`config.mk`:
```
export PLATFORM = sky130hd
export DESIGN_NAME = pflt_top
export DESIGN_NICKNAME = d
export VERILOG_FILES = /design/src/inc/pflt_pkg.sv /design/src/rtl/pflt_top.sv /design/src/rtl/pflt_sync.sv /design/src/rtl/pflt_post.sv
export SDC_FILE = /design/constraint.sdc
export NUM_CORES = 1
export LEC_CHECK = 0
export ABC_AREA = 1
export BUFFER_PORTS_ARGS = -buffer_cell sky130_fd_sc_hd__buf_4
export CORE_ASPECT_RATIO = 1.75
export CORE_MARGIN = 2
export CORE_UTILIZATION = 51
export CTS_CLUSTER_DIAMETER = 150
export DETAILED_ROUTE_END_ITERATION = 10
export GPL_TIMING_DRIVEN = 0
export PLACE_DENSITY = 0.92
export SYNTH_ARGS = -nofsm -noshare
export SYNTH_HDL_FRONTEND = slang
export SYNTH_SLANG_ARGS = --single-unit
```
`constraint.sdc`:
```
create_clock -name pclk -period 1.9 [get_ports pclk]
set_input_delay 0.285 -clock pclk [delete_from_list [all_inputs] [get_ports pclk]]
set_output_delay 0.285 -clock pclk [all_outputs]
set_load 0.005 [all_outputs]
```
`src/inc/pflt_pkg.sv`:
```
// Contract
// - Active-low fault input forces enabled outputs
// - One fault enable bit per pin pair
// - All enables clear: fault ignored by outputs
// - Fault flag independent of modulator outputs
// - Per-pin fault state: clear inactive, set active
// - Fault levels pass through pin polarity
// - Complementary pair: high side wins on fault
// - Latched: release needs input high, flag cleared
// - Flag cleared early: wait for input high
// - Cycle mode: hold only while input low; code holds until the next cycle boundary after input high
// - One mode bit selects latched or cycle
// - Lockout blocks duty and period transfers
// - Trigger when count equals compare value
// - Direction bit picks up or down phase
// - Direction ignored outside up/down modes
// - Trigger postscaler ratio one to sixteen
// - Compare write or reset clears postscaler
// - Fault low in sleep raises flag, wakes
// - Idle stop bit halts modulator in idle
// - Polarity bits set high/low active levels
package pflt_pkg;
    localparam logic [11:0] ADDR_FAULT_CTRL = 12'h000;
    localparam logic [11:0] ADDR_SECOND_CTRL = 12'h004;
    localparam logic [11:0] ADDR_TRIG_CMP = 12'h008;
    localparam logic [11:0] ADDR_TIME_CTRL = 12'h00c;
    localparam logic [11:0] ADDR_STATUS = 12'h010;
    localparam logic [11:0] ADDR_POLARITY = 12'h014;
    // Fault control fields
    localparam int FC_EN_LSB = 0;
    localparam int FC_MODE_BIT = 7;
    localparam int FC_OVR_LSB = 8;
    // Second control fields
    localparam int SC_LOCK_BIT = 0;
    localparam int SC_OPS_LSB = 8;
    // Trigger compare fields
    localparam int TC_DIR_BIT = 15;
    // Time control fields
    localparam int TM_IDLE_BIT = 13;
    // Status fields
    localparam int ST_FLAG_BIT = 0;
    localparam int ST_ACTIVE_BIT = 1;
    localparam int ST_PIN_BIT = 2;
    localparam logic [31:0] FAULT_CTRL_RST = 32'h0000_0000;
    localparam logic [31:0] SECOND_CTRL_RST = 32'h0000_0000;
    localparam logic [31:0] TRIG_CMP_RST = 32'h0000_0000;
    localparam logic [31:0] TIME_CTRL_RST = 32'h0000_0000;
    localparam logic [1:0] POLARITY_RST = 2'h3;
    localparam logic [3:0] POST_RST = 4'h0;

    typedef struct packed {
        logic [2:0] pair_en;
        logic latch_mode;
        logic [5:0] ovr_state;
    } pflt_fault_cfg_type;

    typedef struct packed {
        logic [5:0] pins;
    } pflt_pins_type;
endpackage

```
`src/rtl/pflt_top.sv`:
```
// Decided for this implementation: register access over APB and the register offsets.
`timescale 1ns/1ps
module pflt_top (
    input wire logic pclk,
    input wire logic presetn,
    input wire logic psel,
    input wire logic penable,
    input wire logic pwrite,
    input wire logic [11:0] paddr,
    input wire logic [31:0] pwdata,
    output logic [31:0] prdata,
    output logic pready,
    output logic pslverr,
    input wire logic fault_input_a_n,
    input wire logic [5:0] duty_pins,
    input wire logic [2:0] pair_complementary,
    input wire logic [15:0] time_base_count,
    input wire logic count_down,
    input wire logic updown_mode,
    input wire logic cycle_boundary,
    input wire logic cpu_sleep,
    input wire logic cpu_idle,
    input wire logic buffer_load_req,
    output logic buffer_load,
    output logic pwm_run,
    output logic [5:0] pin_out,
    output logic trigger_out,
    output logic fault_irq,
    output logic wake_req
);
    logic [31:0] fault_control_reg_r;
    logic [31:0] second_control_reg_r;
    logic [31:0] trig_cmp_r;
    logic [31:0] time_base_control_r;
    logic [1:0] polarity_r;
    logic flag_r;
    logic active_r;
    logic [5:0] pin_r;
    logic buffer_load_r;
    logic run_r;
    logic trig_q;
    logic irq_r;
    logic wake_r;
    logic [31:0] rdata_r;
    logic fault_n_s;
    logic fault_n_d_r;
    logic flag_nxt;
    logic active_nxt;
    logic trig_ev;
    logic trig_post;

    pflt_pkg::pflt_fault_cfg_type cfg;
    assign cfg.pair_en = fault_control_reg_r[pflt_pkg::FC_EN_LSB +: 3];
    assign cfg.latch_mode = fault_control_reg_r[pflt_pkg::FC_MODE_BIT];
    assign cfg.ovr_state = fault_control_reg_r[pflt_pkg::FC_OVR_LSB +: 6];

    pflt_sync u_sync (
        .pclk(pclk),
        .presetn(presetn),
        .d(fault_input_a_n),
        .q(fault_n_s)
    );

    // APB decode
    wire logic setup_ok = psel && !penable;
    wire logic acc = psel && penable;
    wire logic wr = acc && pwrite;
    wire logic hit_fc = paddr == pflt_pkg::ADDR_FAULT_CTRL;
    wire logic hit_sc = paddr == pflt_pkg::ADDR_SECOND_CTRL;
    wire logic hit_tc = paddr == pflt_pkg::ADDR_TRIG_CMP;
    wire logic hit_tm = paddr == pflt_pkg::ADDR_TIME_CTRL;
    wire logic hit_st = paddr == pflt_pkg::ADDR_STATUS;
    wire logic hit_pl = paddr == pflt_pkg::ADDR_POLARITY;
    wire logic mapped = hit_fc | hit_sc | hit_tc | hit_tm | hit_st | hit_pl;
    // Writing 1 to the status flag bit clears it
    wire logic flag_clr = wr && hit_st && pwdata[pflt_pkg::ST_FLAG_BIT];

    function automatic logic [31:0] read_mux(input logic [11:0] a, input logic [31:0] st);
        case (a)
            pflt_pkg::ADDR_FAULT_CTRL: read_mux = {16'h0000, fault_control_reg_r[15:8], 1'b0,
                                                   fault_control_reg_r[7], 3'h0, fault_control_reg_r[2:0]};
            pflt_pkg::ADDR_SECOND_CTRL: read_mux = {20'h00000, second_control_reg_r[11:8], 7'h00,
                                                    second_control_reg_r[0]};
            pflt_pkg::ADDR_TRIG_CMP: read_mux = {16'h0000, trig_cmp_r[15:0]};
            pflt_pkg::ADDR_TIME_CTRL: read_mux = {18'h00000, time_base_control_r[13], 13'h0000};
            pflt_pkg::ADDR_STATUS: read_mux = st;
            pflt_pkg::ADDR_POLARITY: read_mux = {30'h00000000, polarity_r};
            default: read_mux = 32'h0000_0000;
        endcase
    endfunction

    wire logic [31:0] status_word = {29'h00000000, ~fault_n_s, active_r, flag_r};

    // Fault is seen only when the sync'd input is low
    wire logic fault_low = !fault_n_s;
    wire logic fault_fall = fault_n_d_r && !fault_n_s;
    // Flag works whether or not any pair is enabled
    assign flag_nxt = fault_fall ? 1'b1 : (flag_clr ? 1'b0 : flag_r);
    wire logic any_en = |cfg.pair_en;
    // Release condition differs by mode
    wire logic release_ok = cfg.latch_mode ? (!fault_low && !flag_nxt) : !fault_low;
    always_comb begin
        active_nxt = active_r;
        if (fault_low && any_en) begin
            active_nxt = 1'b1;
        end else if (active_r && release_ok && cycle_boundary) begin
            active_nxt = 1'b0;
        end
        if (!any_en) begin
            active_nxt = 1'b0;
        end
    end

    // Fault pin levels, high side bit at odd index
    logic [5:0] fault_lvl;
    logic [5:0] pin_nxt;
    genvar g;
    generate
        for (g = 0; g < 3; g = g + 1) begin : g_pair
            wire logic hi_act = cfg.ovr_state[2*g+1];
            // Complementary pair: high side wins
            wire logic lo_act = cfg.ovr_state[2*g] && !(pair_complementary[g] && hi_act);
            assign fault_lvl[2*g+1] = hi_act ~^ polarity_r[1];
            assign fault_lvl[2*g] = lo_act ~^ polarity_r[0];
            wire logic ovr = active_r && cfg.pair_en[g];
            assign pin_nxt[2*g+1] = ovr ? fault_lvl[2*g+1] : duty_pins[2*g+1];
            assign pin_nxt[2*g] = ovr ? fault_lvl[2*g] : duty_pins[2*g];
        end
    endgenerate

    // Idle halt
    wire logic run_nxt = !(cpu_idle && time_base_control_r[pflt_pkg::TM_IDLE_BIT]);

    // Trigger compare, direction only in up/down modes
    wire logic dir_ok = !updown_mode || (count_down == trig_cmp_r[pflt_pkg::TC_DIR_BIT]);
    assign trig_ev = run_r && (time_base_count == {1'b0, trig_cmp_r[14:0]}) && dir_ok;
    wire logic cmp_wr = wr && hit_tc;

    pflt_post u_post (
        .pclk(pclk),
        .presetn(presetn),
        .clear(cmp_wr),
        .event_in(trig_ev),
        .ratio(second_control_reg_r[pflt_pkg::SC_OPS_LSB +: 4]),
        .event_out(trig_post)
    );

    always_ff @(posedge pclk or negedge presetn) begin
        if (!presetn) begin
            fault_control_reg_r <= pflt_pkg::FAULT_CTRL_RST;
            second_control_reg_r <= pflt_pkg::SECOND_CTRL_RST;
            trig_cmp_r <= pflt_pkg::TRIG_CMP_RST;
            time_base_control_r <= pflt_pkg::TIME_CTRL_RST;
            polarity_r <= pflt_pkg::POLARITY_RST;
        end else if (wr) begin
            if (hit_fc) fault_control_reg_r <= pwdata;
            if (hit_sc) second_control_reg_r <= pwdata;
            if (hit_tc) trig_cmp_r <= pwdata;
            if (hit_tm) time_base_control_r <= pwdata;
            if (hit_pl) polarity_r <= pwdata[1:0];
        end
    end

    always_ff @(posedge pclk or negedge presetn) begin
        if (!presetn) begin
            fault_n_d_r <= 1'b1;
            flag_r <= 1'b0;
            active_r <= 1'b0;
            pin_r <= 6'h00;
            run_r <= 1'b1;
            buffer_load_r <= 1'b0;
            irq_r <= 1'b0;
            wake_r <= 1'b0;
            trig_q <= 1'b0;
        end else begin
            fault_n_d_r <= fault_n_s;
            flag_r <= flag_nxt;
            active_r <= active_nxt;
            pin_r <= pin_nxt;
            run_r <= run_nxt;
            buffer_load_r <= buffer_load_req && run_nxt &&
                             !second_control_reg_r[pflt_pkg::SC_LOCK_BIT];
            irq_r <= flag_nxt;
            wake_r <= flag_nxt && cpu_sleep;
            trig_q <= trig_post;
        end
    end

    always_ff @(posedge pclk or negedge presetn) begin
        if (!presetn) begin
            rdata_r <= 32'h0000_0000;
            pslverr <= 1'b0;
        end else if (setup_ok) begin
            rdata_r <= pwrite ? 32'h0000_0000 : read_mux(paddr, status_word);
            pslverr <= !mapped;
        end
    end

    // Always ready: one access cycle
    assign pready = 1'b1;
    assign prdata = rdata_r;
    assign pin_out = pin_r;
    assign trigger_out = trig_q;
    assign fault_irq = irq_r;
    assign wake_req = wake_r;
    assign buffer_load = buffer_load_r;
    assign pwm_run = run_r;
endmodule // pflt_top

```
`src/rtl/pflt_sync.sv`:
```
`timescale 1ns/1ps
module pflt_sync (
    input wire logic pclk,
    input wire logic presetn,
    input wire logic d,
    output logic q
);
    logic meta_r;
    logic q_r;
    always_ff @(posedge pclk or negedge presetn) begin
        if (!presetn) begin
            meta_r <= 1'b1;
            q_r <= 1'b1;
        end else begin
            meta_r <= d;
            q_r <= meta_r;
        end
    end
    assign q = q_r;
endmodule // pflt_sync

```
`src/rtl/pflt_post.sv`:
```
`timescale 1ns/1ps
module pflt_post (
    input wire logic pclk,
    input wire logic presetn,
    input wire logic clear,
    input wire logic event_in,
    input wire logic [3:0] ratio,
    output logic event_out
);
    logic [3:0] cnt_r;
    logic [3:0] cnt_nxt;
    logic out_r;
    wire logic hit = event_in && (cnt_r == ratio);
    assign cnt_nxt = clear ? pflt_pkg::POST_RST : (hit ? pflt_pkg::POST_RST : cnt_r + 4'h1);
    always_ff @(posedge pclk or negedge presetn) begin
        if (!presetn) begin
            cnt_r <= pflt_pkg::POST_RST;
            out_r <= 1'b0;
        end else begin
            if (clear || event_in) begin
                cnt_r <= cnt_nxt;
            end
            out_r <= hit && !clear;
        end
    end
    assign event_out = out_r;
endmodule // pflt_post

```
==> impl_metrics.env <==
export IMPL_r2r_start="pwm_run"
export IMPL_cpPeakStageDelay_ns=0.53
export IMPL_slew_viol_final=0
export IMPL_r2r_slack_ns=0.17
export IMPL_yosys_cell_count_top_type="nand2_1"
export IMPL_cts_max_path_buffers=2
export IMPL_wire_per_inst_um=15.6
export IMPL_p_total_mw=3.63
export IMPL_grt_pass1_vias=3929
export IMPL_cp_cell_sequence="inv_1, nor2_1, nand2_1, nor2_1, nand2_1, nor2_1, nand3_1, nor2_1, nand2_1, nand2_1"
export IMPL_p_leak_nw=2.93
export IMPL_core_area_mm2=0.00757
export IMPL_worst_pin_slew_ns=0.919
export IMPL_synth_compound_area_share_pct=7.39
export IMPL_cts_buffers=9
export IMPL_nets=737
export IMPL_max_cap_violations=0
export IMPL_synth_edff_count=0
export IMPL_area_delta_synth_final_pct=29.1
export IMPL_synth_area_leaders="dfrtp_1 42%, nand2_1 17%, inv_1 6.3%, nor2_1 4.7%, nand3_1 4.6%"
export IMPL_grt_max_degree=74
export IMPL_max_freq_mhz=577
export IMPL_whs_ns=0.0540
export IMPL_drcViolationCount=0
export IMPL_synth_top_family_by_area="simple AND/OR/NAND/NOR gates"
export IMPL_crit_required_ns=2.18
export IMPL_netlist_cell_type_count=32
export IMPL_muxShareOfSynthArea_pct=0.564
export IMPL_diodes=0
export IMPL_ctsHtreeMaxLevel=3
export IMPL_rows=42
export IMPL_drt_iter0_markers=343
export IMPL_ir_drop_uv=542
export IMPL_place_hpwl_mm=9.03
export IMPL_post_cts_setup_buffers=0
export IMPL_critPathArrivalTime_ns=2.01
export IMPL_hp_class="in -> reg"
export IMPL_place_gp_congestion=0.950
export IMPL_drtPass1Iterations=5
export IMPL_viasPerCell=5.21
export IMPL_syn_avg_cell_area_um2=7.44
export IMPL_syn_inst=537
export IMPL_synthAdderAreaFrac_pct=0.313
export IMPL_die_area_mm2=0.00859
export IMPL_insertion_delay_ns=0.34
export IMPL_hold_depth=1
export IMPL_rsz0062_at_grt="false"
export IMPL_fin_crit_ns=1.73
export IMPL_netlist_area_mm2=0.00400
export IMPL_min_to="u_sync.meta_r"
export IMPL_grt_pass1_wl_mm=18.8
export IMPL_dieHeight_um=121
export IMPL_cts_hold_fix_buffers=0
export IMPL_synth_xor_area_share_pct=2.19
export IMPL_slew_limit_headroom_pct=38.7
export IMPL_antenna_left=0
export IMPL_initial_core_util_pct=52.8
export IMPL_regToRegEndpoint="u_post.cnt_r[1]"
export IMPL_yosys_warnings=0
export IMPL_status="finished, final reports clean"
export IMPL_clk_pin_slew_worst_paths_ns=0.06
export IMPL_path_max_fanout=5
export IMPL_worst_setup_path_end_kind="flop"
export IMPL_antenna_found_initial=0
export IMPL_cts_resized_gates=0
export IMPL_clock_root_buffer="clkbuf_16"
export IMPL_via_count=3894
export IMPL_grt_total_usage_pct=29.0
export IMPL_n_fill_cell=634
export IMPL_critical_path_class="reg -> reg"
export IMPL_synthTopCellsByCount="184 x nand2_1, 67 x dfrtp_1, 67 x inv_1"
export IMPL_worstSetupStartpointType="flop"
export IMPL_cp_slowest_cell="dfstp_2"
export IMPL_yosys_area_share_simple_pct=32.0
export IMPL_ioPinCount=126
export IMPL_worstRegToRegCells=10
export IMPL_synth_top_area_share_pct=42.0
export IMPL_min_delay_start="fault_input_a_n"
export IMPL_setup_viol=0
export IMPL_yosysSeqAreaShare_pct=45.9
export IMPL_p_per_area_mw_per_mm2=704
export IMPL_wirelength_mm=11.7
export IMPL_drive_above_1_share_pct=24.5
export IMPL_async_flop_share_pct=100
export IMPL_hold_viol=0
export IMPL_ys_flop_type="dfrtp_1"
export IMPL_yosys_area_top_type="dfrtp_1"
export IMPL_skew_ns=0.00574
export IMPL_synth_seq_cells=73
export IMPL_grt_overflow=0
export IMPL_die_w_um=70.9
export IMPL_fin_crit_sh_pct=91.3
export IMPL_setup_tns_ns=0
export IMPL_cts_num_sinks=73
export IMPL_portBuffers=92
export IMPL_cts_tree="built"
per-layer routing:
metal / wire length, um / up-vias / global-route usage [%] / share of wire (%)
li1: - / 1872 / - / -
met1: 4060 / 1819 / 30.6 / 35
met3: 601 / 44 / 5.48 / 5.1
met4: 693 / 0 / 18.5 / 5.9
met5: 0 / - / 0 / 0
met2: 6340 / 159 / 51.5 / 54
metrics by stage:
stage	instance area [um^2]	instances	util (%)	setup slack (ns)
after CTS	5160	748	68.2	0.146
after global routing	5160	748	68.2	0.0524
final	5160	748	68.2	0.166
after floorplan	4050	552	-	0.505
after global placement	4850	732	64.1	0.223
after detailed placement	4850	732	64.1	0.167
flip-flops by register name, summed over array words and instances, names as in the netlist, 2 cells and up:
name                  count
polarity_r                2
fault_control_reg_r      12
u_post.cnt_r              4
prdata                   16
second_control_reg_r      5
trig_cmp_r               16
pin_out                   6
power breakdown:
part	internal (mW)	switching, mW	total, mW
logic	0.154	0.169	0.323
clock network	1.05	0.673	1.73
registers	1.57	0.00844	1.58
total	2.78	0.850	3.63
final cells by class:
cell class              count  area [um^2]  area share [%]
plain buffers              26          180            3.49
inverters                  74          278            5.39
flip-flops and latches     73         1830            35.6
well taps                  88          110            2.13
clock inverters             6         66.3            1.29
clock buffers              10          239            4.63
multi-input cells         379         1760            34.1
repair buffers             92          691            13.4
how the worst max path moves through the flow:
stage	depth (start not counted)	slack [ns]	to	from
finish	10	0.17	u_post.cnt_r[1]	pwm_run
global placement	9	0.22	prdata[11]	paddr[7]
global route	10	0.05	u_post.cnt_r[0]	pwm_run
floorplan	11	0.51	u_post.cnt_r[2]	pwm_run
CTS	10	0.15	u_post.cnt_r[1]	pwm_run
detailed placement	10	0.17	u_post.cnt_r[1]	pwm_run
critical path, delay by kind of cell, from the launching register on:
family	cells	cell delay [ns]
flops	1	0.53
simple gates	9	1.09
buf+inv	1	0.04
layout by cell type, fill, tap and decap left out, drive strengths merged, types with 6 or more instances in the layout:
master,instances
dfrtp,67
clkbuf,11
xor2,7
nand4,7
a21oi,17
nor2,57
conb,17
dfstp,6
nand2,185
inv,75
o21ai,26
buf,117
nand3,42
logic make-up after synthesis:
| group | Yosys count |
|---|---|
| AOI/OAI and AO/OA | 54 |
| xor gates and xnor gates | 10 |
| adders and majority gates | 1 |
| buffers and inverters | 100 |
| DFF | 73 |
| muxes | 2 |
| other | 2 |
| and+or+nand+nor | 295 |
No activity file was read; power rests on OpenSTA's default activity.
